## src/cct_pkg.sv

```systemverilog
package cct_pkg;

  // ==========================================================================
  // Register addresses on the 8-bit CPU bus.
  localparam logic [15:0] ADDR_CTRL = 16'hFF90;
  localparam logic [15:0] ADDR_FLAGS = 16'hFF91;
  localparam logic [15:0] ADDR_CNT_HI = 16'hFF92;
  localparam logic [15:0] ADDR_CNT_LO = 16'hFF93;
  localparam logic [15:0] ADDR_CMPA_HI = 16'hFF94;
  localparam logic [15:0] ADDR_CMPA_LO = 16'hFF95;
  localparam logic [15:0] ADDR_CMPB_HI = 16'hFF96;
  localparam logic [15:0] ADDR_CMPB_LO = 16'hFF97;
  localparam logic [15:0] ADDR_CAP_HI = 16'hFF98;
  localparam logic [15:0] ADDR_CAP_LO = 16'hFF99;

  // ==========================================================================
  // Values after reset and standby, and the count maximum.
  localparam logic [15:0] CMP_RESET = 16'hFFFF;
  localparam logic [15:0] CAP_RESET = 16'h0000;
  localparam logic [15:0] CNT_RESET = 16'h0000;
  localparam logic [15:0] CNT_MAX = 16'hFFFF;
  localparam logic [7:0] CTRL_RESET = 8'h00;
  localparam logic [7:0] FLAGS_RESET = 8'h00;
  localparam logic [7:0] TEMP_RESET = 8'h00;

  // ==========================================================================
  // Flag and level register fields. Flag index 3..0 sits at bits 7..4.
  localparam int FLAG_BASE = 4;
  localparam int FLAG_CAP = 3;
  localparam int FLAG_MB = 2;
  localparam int FLAG_MA = 1;
  localparam int FLAG_WRAP = 0;
  localparam int LVL_B_BIT = 3;
  localparam int LVL_A_BIT = 2;
  localparam int EDGE_SEL_BIT = 1;
  localparam int CLR_A_BIT = 0;

  // ==========================================================================
  // Count source codes and prescaler masks.
  localparam logic [1:0] SRC_DIV2 = 2'h0;
  localparam logic [1:0] SRC_DIV8 = 2'h1;
  localparam logic [1:0] SRC_DIV32 = 2'h2;
  localparam logic [1:0] SRC_EXT = 2'h3;
  localparam logic [4:0] MASK_DIV2 = 5'h01;
  localparam logic [4:0] MASK_DIV8 = 5'h07;
  localparam logic [4:0] MASK_DIV32 = 5'h1F;

  typedef struct packed {
    logic capture_irq_en;
    logic match_irq_en_b;
    logic match_irq_en_a;
    logic wrap_irq_en;
    logic pin_drive_en_b;
    logic pin_drive_en_a;
    logic [1:0] count_source_sel;
  } cct_ctrl_type;

  typedef struct packed {
    logic capture_irq;
    logic match_irq_b;
    logic match_irq_a;
    logic wrap_irq;
  } cct_irq_type;

endpackage

```

## src/cct_tick_gen.sv

```systemverilog
`timescale 1ns/1ps
`default_nettype none

// Produces one-cycle count pulses from the selected source.
module cct_tick_gen #(
  parameter int DIV_W = 5
) (
  // Clock and reset
  input wire logic sys_clk_i,
  input wire logic rst_n_i,
  input wire logic standby_i,
  // Source selection
  input wire logic [1:0] source_sel_i,
  input wire logic ext_count_clk_i,
  // Count pulse
  output logic tick_o
);

  if (DIV_W < 5) begin : g_div_check
    $error("cct_tick_gen: DIV_W must be at least 5");
  end

  logic [DIV_W-1:0] div_reg;
  logic ext_prev_reg;
  logic [4:0] mask;

  // ==========================================================================
  // Prescaler runs freely so that a source change takes effect at once.
  always_ff @(posedge sys_clk_i or negedge rst_n_i) begin
    if (!rst_n_i) begin
      div_reg <= '0;
    end else if (standby_i) begin
      div_reg <= '0;
    end else begin
      div_reg <= div_reg + 1'b1;
    end
  end

  always_ff @(posedge sys_clk_i or negedge rst_n_i) begin
    if (!rst_n_i) begin
      ext_prev_reg <= 1'b0;
    end else begin
      ext_prev_reg <= ext_count_clk_i;
    end
  end

  always_comb begin
    case (source_sel_i)
      cct_pkg::SRC_DIV2: mask = cct_pkg::MASK_DIV2;
      cct_pkg::SRC_DIV8: mask = cct_pkg::MASK_DIV8;
      cct_pkg::SRC_DIV32: mask = cct_pkg::MASK_DIV32;
      default: mask = cct_pkg::MASK_DIV32;
    endcase
  end

  // External pulses count on the rising edge only.
  assign tick_o = standby_i ? 1'b0 :
                  (source_sel_i == cct_pkg::SRC_EXT) ? (ext_count_clk_i & ~ext_prev_reg) :
                  ((div_reg[4:0] & mask) == mask);

endmodule // cct_tick_gen

`default_nettype wire

```

## src/cct_timer.sv

```systemverilog
`timescale 1ns/1ps
`default_nettype none

module cct_timer (
  // Clock and reset
  input wire logic sys_clk_i,
  input wire logic rst_n_i,
  input wire logic standby_i,
  // CPU byte bus
  input wire logic [15:0] addr_i,
  input wire logic wr_i,
  input wire logic rd_i,
  input wire logic [7:0] wdata_i,
  output logic [7:0] rdata_o,
  // Timer pins
  input wire logic count_clk_i,
  input wire logic capture_pin_i,
  output logic compare_pin_a_o,
  output logic compare_pin_b_o,
  // Interrupt requests
  output cct_pkg::cct_irq_type irq_o
);

  // ==========================================================================
  // Reset release through two flip-flops.
  logic rst_meta_reg;
  logic rst_sync_reg;
  logic rst_n;

  always_ff @(posedge sys_clk_i or negedge rst_n_i) begin
    if (!rst_n_i) begin
      rst_meta_reg <= 1'b0;
      rst_sync_reg <= 1'b0;
    end else begin
      rst_meta_reg <= 1'b1;
      rst_sync_reg <= rst_meta_reg;
    end
  end
  assign rst_n = rst_sync_reg;

  // ==========================================================================
  // State.
  cct_pkg::cct_ctrl_type ctrl_reg;
  logic [3:0] flags_reg;
  logic [3:0] flag_seen_reg;
  logic [3:0] lvl_reg;
  logic [15:0] count_reg;
  logic [15:0] cmp_a_reg;
  logic [15:0] cmp_b_reg;
  logic [15:0] cap_reg;
  logic [7:0] temp_reg;
  logic [7:0] rdata_reg;
  logic fresh_reg;
  logic cap_prev_reg;
  logic pin_a_reg;
  logic pin_b_reg;

  logic tick;
  logic hit_a;
  logic hit_b;
  logic cap_edge;
  logic wrap_evt;
  logic cnt_clear;
  logic cnt_wr;
  logic flags_wr;
  logic [3:0] flag_set;

  function automatic logic bus_hit(input logic [15:0] a, input logic [15:0] target);
    bus_hit = (a == target);
  endfunction

  // A match counts once per new count value, not while the count sits still.
  function automatic logic cmp_hit(input logic fresh, input logic [15:0] cnt,
                                   input logic [15:0] cmp);
    cmp_hit = fresh & (cnt == cmp);
  endfunction

  cct_tick_gen #(
    .DIV_W(5)
  ) u_tick (
    .sys_clk_i(sys_clk_i),
    .rst_n_i(rst_n),
    .standby_i(standby_i),
    .source_sel_i(ctrl_reg.count_source_sel),
    .ext_count_clk_i(count_clk_i),
    .tick_o(tick)
  );

  assign hit_a = cmp_hit(fresh_reg, count_reg, cmp_a_reg);
  assign hit_b = cmp_hit(fresh_reg, count_reg, cmp_b_reg);
  assign cnt_wr = wr_i & bus_hit(addr_i, cct_pkg::ADDR_CNT_LO);
  assign cnt_clear = hit_a & lvl_reg[cct_pkg::CLR_A_BIT];
  assign wrap_evt = tick & (count_reg == cct_pkg::CNT_MAX) & ~cnt_wr & ~cnt_clear;
  assign flags_wr = wr_i & bus_hit(addr_i, cct_pkg::ADDR_FLAGS);
  // A 0 edge select picks the falling edge, 1 the rising edge.
  assign cap_edge = lvl_reg[cct_pkg::EDGE_SEL_BIT] ? (capture_pin_i & ~cap_prev_reg)
                                                   : (~capture_pin_i & cap_prev_reg);
  assign flag_set = {cap_edge, hit_b, hit_a, wrap_evt};

  // ==========================================================================
  // Control register.
  always_ff @(posedge sys_clk_i or negedge rst_n) begin
    if (!rst_n) begin
      ctrl_reg <= cct_pkg::CTRL_RESET;
    end else if (standby_i) begin
      ctrl_reg <= cct_pkg::CTRL_RESET;
    end else if (wr_i && bus_hit(addr_i, cct_pkg::ADDR_CTRL)) begin
      ctrl_reg <= wdata_i;
    end
  end

  // ==========================================================================
  // Level, edge and clear bits are plain read/write.
  always_ff @(posedge sys_clk_i or negedge rst_n) begin
    if (!rst_n) begin
      lvl_reg <= cct_pkg::FLAGS_RESET[3:0];
    end else if (standby_i) begin
      lvl_reg <= cct_pkg::FLAGS_RESET[3:0];
    end else if (flags_wr) begin
      lvl_reg <= wdata_i[3:0];
    end
  end

  // ==========================================================================
  // Flags. A flag read as 1 arms its clear; a later 0 write clears it.
  // A hardware set in the clearing cycle wins, so no event is lost.
  for (genvar i = 0; i < 4; i++) begin : g_flag
    always_ff @(posedge sys_clk_i or negedge rst_n) begin
      if (!rst_n) begin
        flags_reg[i] <= 1'b0;
        flag_seen_reg[i] <= 1'b0;
      end else if (standby_i) begin
        flags_reg[i] <= 1'b0;
        flag_seen_reg[i] <= 1'b0;
      end else begin
        if (flag_set[i]) begin
          flags_reg[i] <= 1'b1;
        end else if (flags_wr && flag_seen_reg[i] && !wdata_i[cct_pkg::FLAG_BASE + i]) begin
          flags_reg[i] <= 1'b0;
        end
        if (flags_wr) begin
          flag_seen_reg[i] <= 1'b0;
        end else if (rd_i && bus_hit(addr_i, cct_pkg::ADDR_FLAGS) && flags_reg[i]) begin
          flag_seen_reg[i] <= 1'b1;
        end
      end
    end
  end

  // ==========================================================================
  // Free-running count.
  always_ff @(posedge sys_clk_i or negedge rst_n) begin
    if (!rst_n) begin
      count_reg <= cct_pkg::CNT_RESET;
      fresh_reg <= 1'b0;
    end else if (standby_i) begin
      count_reg <= cct_pkg::CNT_RESET;
      fresh_reg <= 1'b0;
    end else begin
      fresh_reg <= cnt_wr | cnt_clear | tick;
      if (cnt_wr) begin
        count_reg <= {temp_reg, wdata_i};
      end else if (cnt_clear) begin
        count_reg <= cct_pkg::CNT_RESET;
      end else if (tick) begin
        count_reg <= count_reg + 16'h0001;
      end
    end
  end

  // ==========================================================================
  // Compare registers commit both bytes at the low-byte write.
  always_ff @(posedge sys_clk_i or negedge rst_n) begin
    if (!rst_n) begin
      cmp_a_reg <= cct_pkg::CMP_RESET;
      cmp_b_reg <= cct_pkg::CMP_RESET;
    end else if (standby_i) begin
      cmp_a_reg <= cct_pkg::CMP_RESET;
      cmp_b_reg <= cct_pkg::CMP_RESET;
    end else if (wr_i && bus_hit(addr_i, cct_pkg::ADDR_CMPA_LO)) begin
      cmp_a_reg <= {temp_reg, wdata_i};
    end else if (wr_i && bus_hit(addr_i, cct_pkg::ADDR_CMPB_LO)) begin
      cmp_b_reg <= {temp_reg, wdata_i};
    end
  end

  // ==========================================================================
  // Capture. The pin is sampled each clock; a pulse shorter than about
  // one clock may fall between samples and be missed.
  always_ff @(posedge sys_clk_i or negedge rst_n) begin
    if (!rst_n) begin
      cap_prev_reg <= 1'b0;
    end else begin
      cap_prev_reg <= capture_pin_i;
    end
  end

  // Bus writes never reach this register.
  always_ff @(posedge sys_clk_i or negedge rst_n) begin
    if (!rst_n) begin
      cap_reg <= cct_pkg::CAP_RESET;
    end else if (standby_i) begin
      cap_reg <= cct_pkg::CAP_RESET;
    end else if (cap_edge) begin
      cap_reg <= count_reg;
    end
  end

  // ==========================================================================
  // Shared byte latch: count and compare high-byte writes fill it, high-byte reads of the
  // count or capture value park the low byte so both come from one sample.
  always_ff @(posedge sys_clk_i or negedge rst_n) begin
    if (!rst_n) begin
      temp_reg <= cct_pkg::TEMP_RESET;
    end else if (standby_i) begin
      temp_reg <= cct_pkg::TEMP_RESET;
    end else if (wr_i) begin
      if (bus_hit(addr_i, cct_pkg::ADDR_CNT_HI) || bus_hit(addr_i, cct_pkg::ADDR_CMPA_HI) ||
          bus_hit(addr_i, cct_pkg::ADDR_CMPB_HI)) begin
        temp_reg <= wdata_i;
      end
    end else if (rd_i) begin
      if (bus_hit(addr_i, cct_pkg::ADDR_CNT_HI)) begin
        temp_reg <= count_reg[7:0];
      end else if (bus_hit(addr_i, cct_pkg::ADDR_CAP_HI)) begin
        temp_reg <= cap_reg[7:0];
      end
    end
  end

  // ==========================================================================
  // Read data, one cycle after the strobe. Unmapped addresses read zero.
  always_ff @(posedge sys_clk_i or negedge rst_n) begin
    if (!rst_n) begin
      rdata_reg <= 8'h00;
    end else if (rd_i) begin
      case (addr_i)
        cct_pkg::ADDR_CTRL: rdata_reg <= ctrl_reg;
        cct_pkg::ADDR_FLAGS: rdata_reg <= {flags_reg, lvl_reg};
        cct_pkg::ADDR_CNT_HI: rdata_reg <= count_reg[15:8];
        cct_pkg::ADDR_CNT_LO: rdata_reg <= temp_reg;
        cct_pkg::ADDR_CMPA_HI: rdata_reg <= cmp_a_reg[15:8];
        cct_pkg::ADDR_CMPA_LO: rdata_reg <= cmp_a_reg[7:0];
        cct_pkg::ADDR_CMPB_HI: rdata_reg <= cmp_b_reg[15:8];
        cct_pkg::ADDR_CMPB_LO: rdata_reg <= cmp_b_reg[7:0];
        cct_pkg::ADDR_CAP_HI: rdata_reg <= cap_reg[15:8];
        cct_pkg::ADDR_CAP_LO: rdata_reg <= temp_reg;
        default: rdata_reg <= 8'h00;
      endcase
    end
  end
  assign rdata_o = rdata_reg;

  // ==========================================================================
  // Compare pins hold their level until an enabled match.
  always_ff @(posedge sys_clk_i or negedge rst_n) begin
    if (!rst_n) begin
      pin_a_reg <= 1'b0;
      pin_b_reg <= 1'b0;
    end else if (standby_i) begin
      pin_a_reg <= 1'b0;
      pin_b_reg <= 1'b0;
    end else begin
      if (hit_a && ctrl_reg.pin_drive_en_a) begin
        pin_a_reg <= lvl_reg[cct_pkg::LVL_A_BIT];
      end
      if (hit_b && ctrl_reg.pin_drive_en_b) begin
        pin_b_reg <= lvl_reg[cct_pkg::LVL_B_BIT];
      end
    end
  end
  assign compare_pin_a_o = pin_a_reg;
  assign compare_pin_b_o = pin_b_reg;

  // ==========================================================================
  // Interrupt requests are levels.
  assign irq_o.capture_irq = flags_reg[cct_pkg::FLAG_CAP] & ctrl_reg.capture_irq_en;
  assign irq_o.match_irq_b = flags_reg[cct_pkg::FLAG_MB] & ctrl_reg.match_irq_en_b;
  assign irq_o.match_irq_a = flags_reg[cct_pkg::FLAG_MA] & ctrl_reg.match_irq_en_a;
  assign irq_o.wrap_irq = flags_reg[cct_pkg::FLAG_WRAP] & ctrl_reg.wrap_irq_en;
endmodule // cct_timer

`default_nettype wire

```

## config.mk

```make
export PLATFORM = sky130hd
export DESIGN_NAME = cct_timer
export DESIGN_NICKNAME = d
export VERILOG_FILES = /design/src/cct_pkg.sv /design/src/cct_tick_gen.sv /design/src/cct_timer.sv
export SDC_FILE = /design/constraint.sdc
export NUM_CORES = 1
export LEC_CHECK = 0
export BUFFER_PORTS_ARGS = -buffer_cell sky130_fd_sc_hd__buf_4
export CORE_MARGIN = 5
export CORE_UTILIZATION = 40
export CTS_CLUSTER_DIAMETER = 50
export DETAILED_ROUTE_END_ITERATION = 8
export HOLD_SLACK_MARGIN = 0.12
export PLACE_DENSITY_LB_ADDON = 0.12
export SLEW_MARGIN = 20
export SYNTH_ARGS = -nofsm -noshare
export SYNTH_HDL_FRONTEND = slang
export SYNTH_SLANG_ARGS = --single-unit
```

## constraint.sdc

```tcl
create_clock -name sys_clk_i -period 3 [get_ports sys_clk_i]
set_input_delay 0 -clock sys_clk_i [delete_from_list [all_inputs] [get_ports sys_clk_i]]
set_output_delay 0 -clock sys_clk_i [all_outputs]
set_load 0.005 [all_outputs]
```

# Word level (Yosys, flattened, before mapping)
# Cells that the tools add are included.
# classes
n_mux	56
reduce_logical	46
bitwise_logic	23
add_sub_neg	2
eq_ne	18
# ops
operator	n
$eq 16x16->1 const B	11
$mux 16	11
$pmux 8 s9	1
$mux 8	8
$eq 16x16->1	2
$mux 1	32
$reduce_bool 3->1	9
$logic_and 1x1->1	18
$add 16x1->16 const B	1
$and 1x1->1	15
$reduce_bool 2->1	7
$pmux 5 s2	1
$mux 4	2
$reduce_bool 4->1	2
$add 5x1->5 const B	1
$and 5x5->5	1
$eq 5x5->1	1
$mux 5	1
$not 1->1	5
$logic_not 1->1	4
$ne 3x2->1 const B	1
$reduce_and 3->1	1
$eq 2x1->1 const B	1
$eq 2x2->1 const B	1
6 further kinds	8
# word_totals
ff_bits	112

# Depth between registers and ports, before layout
# depth
word_depth	11
mapped_depth	8

# Modules after synthesis
# Synthesis repeated with hierarchy kept, for this count alone.
# hier_totals
cells_unflattened	676
hier_area_um2	6628.9
# modules_own_cells
mod	area_per_inst_um2	n_inst	cells_each
cct_timer	6364.9	1	653
cct_tick_gen	264.0	1	23

# Worst setup path after synthesis
# OpenSTA, ideal clock, no wires.
# synth_timing
path_kind	reg2reg
startpoint	register count_reg[7]
endpoint	register flags_reg[0]
n_path_buf	1
path_slack_ns	0.983
arrival_time_ns	1.897
t_required_ns	2.880
setup_ns	0.120
stages_incl_launch_ff	8
path_cell_list	dfrtp_1 clkbuf_1 xnor2_1 nand4_1 nor4_2 a211o_1 nor3_1 a31o_1
# synth_between
elab_chain_cells	7
# synth_rtl
element	line_no	source
start, declared	cct_timer.sv:47	logic [15:0] count_reg;
start signal, assigned	cct_timer.sv:154	count_reg <= cct_pkg::CNT_RESET;
start signal, assigned	cct_timer.sv:157	count_reg <= cct_pkg::CNT_RESET;
start signal, assigned	cct_timer.sv:162	count_reg <= {temp_reg, wdata_i};
$eq 16x16->1	cct_timer.sv:75	cmp_hit = fresh & (cnt == cmp);
$and 1x1->1	cct_timer.sv:75	
$and 1x1->1	cct_timer.sv:92	assign cnt_clear = hit_a & lvl_reg[cct_pkg::CLR_A_BIT];
$not 1->1	cct_timer.sv:93	assign wrap_evt = tick & (count_reg == cct_pkg::CNT_MAX) & ~cnt_wr & ~cnt_clear;
$and 1x1->1 (*)	cct_timer.sv:93	
$mux 1	cct_timer.sv:136	if (flag_set[i]) begin
$mux 1	cct_timer.sv:132	end else if (standby_i) begin
end signal, assigned by index	cct_timer.sv:133	flags_reg[i] <= 1'b0;
end signal, assigned by index	cct_timer.sv:137	flags_reg[i] <= 1'b1;
end signal, assigned by index	cct_timer.sv:139	flags_reg[i] <= 1'b0;
end, declared	cct_timer.sv:44	logic [3:0] flags_reg;
# Mark *: on every way between the ends. The rest lies on a longest branch, timed or not.
# A chain may end at the register's enable or synchronous reset.

# Final worst setup path
# layout_timing
startpoint	register count_reg[8]
endpoint	register flags_reg[0]
# The elaborated chain is that of the path after synthesis.

==> reports/metrics.yaml <==
grt:
  gr-total-overflow: 0
  grt_max_degree: 60
  grt_pass1_wl_um: 33700
  grt_pass1_vias: 5246
  antenna_found_initial: 0
  grt_use_total_pct: 24.8
critical_path:
  cp-start-kind: "flop"
  worstPathRequired_ns: 3.25
  cp.arrival_ns: 2.88
  critPathMaxFanout: 10
  path_class: "flop to flop"
  end_kind: "flop"
route:
  vias_per_cell: 5.75
  firstDrtPassIters: 7
  drt_iter0_drc: 405
  drc: 0
  routed.top_layer: "met4"
  dr_wl_met2_um: 10100
  postRouteAntennaNets: 0
  wl_per_cell_um: 24.4
  wirelength_um: 22200
  wl_met1_um: 9950
  vias: 5220
  wl_met3_um: 1670
timing:
  worst_slew_pin_slew_ns: 1.16
  rsz0062_at_grt: "false"
  setup_viol: 0
  post-route-period-util_pct: 87.6
  slew_headroom_pct: 22.2
  fin_crit_ns: 2.63
  hold_viol: 0
  max_freq_mhz: 381
  setup_tns_ns: 0
  final-max-slew-violation-count: 0
  fin_skew_ns: 0.00916
die:
  rows: 46
  start_util_pct: 40.4
  die_w_um: 136
  io_pins: 45
  die_area_um2: 18500
  coreArea_um2: 15700
  die_h_um: 136
clocking:
  clock-root-buffer: "clkbuf_16"
  clkTransAtPathRegs_ns: 0.08
  cts_buffer_depth: 2
  insertion_delay_ns: 0.36
  cts_resized: 0
  clkSinkCount: 112
  h-tree-depth: 3
  cts_buffers: 9
  cts_tree: "yes"
power:
  intPower_uw: 2370
  leakage_uw: 0.00291
  power_density_nw_per_um2: 428
  ir_worst_vdd_v: 0.000277
  pwr-share-seq_pct: 48.9
  p_switching_uw: 766
  pwr-share-clk_pct: 42.9
  p_comb_share_pct: 8.2
  swShare_pct: 24.4
placed_design:
  gp_congestion: 0.950
  dp_hpwl_um: 15800
  dp.cells: 878
  port_buffers: 44
logic_synthesis:
  synthArstFlopShare_pct: 100
  synth_edf_count: 0
  synth.largest_area_cell: "dfrtp_1"
  syn-num-nets: 681
  synth_top_area_share_pct: 31.5
  postSynthAreaPerCell_um2: 9.80
  synthCells: 648
  yosysWarnings: 0
  ys_ff_latch: 112
  synth_seq_area_share_pct: 44.8
  netlist_area_um2: 6350
  synthDistinctLibCells: 76
  ys.flop_type: "dfrtp_1"
  synthTopCellsByArea: "dfrtp_1, dfstp_2, mux2i_1"
finish:
  antenna_cells: 0
  drive_gt1_share_pct: 19.5
  final_nets: 720
  area_growth_pct: 15.4
  stdcell_count: 908
outcome:
  status: "completed"
worst_hold_path:
  min_path_type: "flop to async pin"
run:
  drv_cap: 0
## worst max-delay path, stage by stage (launching register included)
cell	delay, ns
dfrtp_1	0.52
xnor2_1	0.31
nand4_1	0.15
nor4_2	0.81
a211o_1	0.44
nor3_1	0.10
a31o_1	0.19
## metal layers
layer | up-vias | global-route usage (%)
met4 | 0 | 6.94
met2 | 203 | 37.8
met5 | - | 0
met1 | 2596 | 35.2
li1 | 2390 | -
met3 | 31 | 6.37
## metrics by stage
stage | total power, uW | util [%] | instance area, um^2 | worst slack (ns) | hold slack, ns
2_1_floorplan | 1690 | - | 6350 | 0.983 | -0.296
3_3_place_gp | 1810 | 43.7 | 6860 | 0.513 | -0.218
3_5_place_dp | 1810 | 43.7 | 6860 | 0.412 | -0.216
4_1_cts | 3170 | 46.7 | 7330 | 0.381 | 0.139
5_1_grt | 3260 | 46.7 | 7330 | 0.268 | 0.156
6_report | 3140 | 46.7 | 7330 | 0.373 | 0.139
## cell families after synthesis
kind of cell | share of synthesized area [%]
AO/OA/AOI/OAI | 13.8
XOR/XNOR | 6.21
adder cells (fa/ha/maj) | 0.394
buffers and inverters | 3.96
flip-flops | 44.8
multiplexers | 10.6
other | 0.0590
AND/OR/NAND/NOR | 20.3
## power by group through the flow
| stage | logic (uW) | registers (uW) | clock network, uW |
|---|---|---|---|
| 3_3_place_gp | 244 | 1560 | 0 |
| 5_1_grt | 281 | 1540 | 1440 |
| 3_5_place_dp | 244 | 1560 | 0 |
| 2_1_floorplan | 116 | 1580 | 0 |
| 4_1_cts | 260 | 1540 | 1370 |
| 6_report | 258 | 1540 | 1350 |
## what timing repair did
item,in CTS,in global routing
setup buffers,0,0
hold endpoints to repair,57,0
hold buffers,14,0
## area by class of cell
class                   count  area, um^2
flip-flops and latches    112        2850
fillers                  1504        8380
well taps                 216         270
clock inverters             6        90.1
inverters                   8        30.0
repair buffers             73         596
multi-input cells         483        3260
clock buffers              10         239
## layout by cell type (no fill, tap or decap), types with 3 or more instances in the layout
master / netlist / layout
nand2_1: 90 / 90
dfrtp_1: 80 / 79
mux2i_1: 60 / 60
buf_4: 3 / 58
a21oi_1: 40 / 39
nor2_1: 33 / 33
dfstp_2: 32 / 32
o21ai_0: 27 / 27
nand3_1: 24 / 24
xnor2_1: 24 / 24
xor2_1: 21 / 21
dlygate4sd3_1: 0 / 14
nand2b_1: 12 / 12
nand4_1: 11 / 11
a22oi_1: 10 / 10
a221oi_1: 10 / 10
nor3_1: 9 / 9
o21ai_1: 9 / 9
clkbuf_16: 0 / 9
nor2b_1: 7 / 7
and2_1: 7 / 7
inv_1: 7 / 7
and3_1: 6 / 6
a32oi_1: 5 / 5
mux2_2: 5 / 5
and4_1: 4 / 4
o22ai_1: 4 / 4
a32o_1: 4 / 4
a2bb2oi_1: 3 / 3
nor4_1: 3 / 3
a22o_1: 3 / 3
## Yosys cell counts (9+ instances only)
cell type / number
xor2_1: 21
o21ai_0: 27
o21ai_1: 9
nor3_1: 9
a221oi_1: 10
a22oi_1: 10
nand4_1: 11
dfrtp_1: 80
nand2b_1: 12
nor2_1: 33
clkbuf_1: 28
mux2i_1: 60
nand3_1: 24
a21oi_1: 40
xnor2_1: 24
nand2_1: 90
dfstp_2: 32
## final timing paths
path | startpoint | to | slack, ns | depth (start not counted)
max in group asynchronous | rst_n | flags_reg[2] | 2.04 | 1
setup reg to reg | count_reg[8] | flags_reg[0] | 0.37 | 6
setup / recovery | count_reg[8] | flags_reg[0] | 0.37 | 6
hold / removal | rst_n | u_tick.div_reg[2] | 0.14 | 0
hold reg to reg | rst_n | u_tick.div_reg[2] | 0.14 | 0
min in group sys_clk_i | standby_i | cap_reg[2] | 0.14 | 2
No activity file was read; power rests on OpenSTA's default activity.
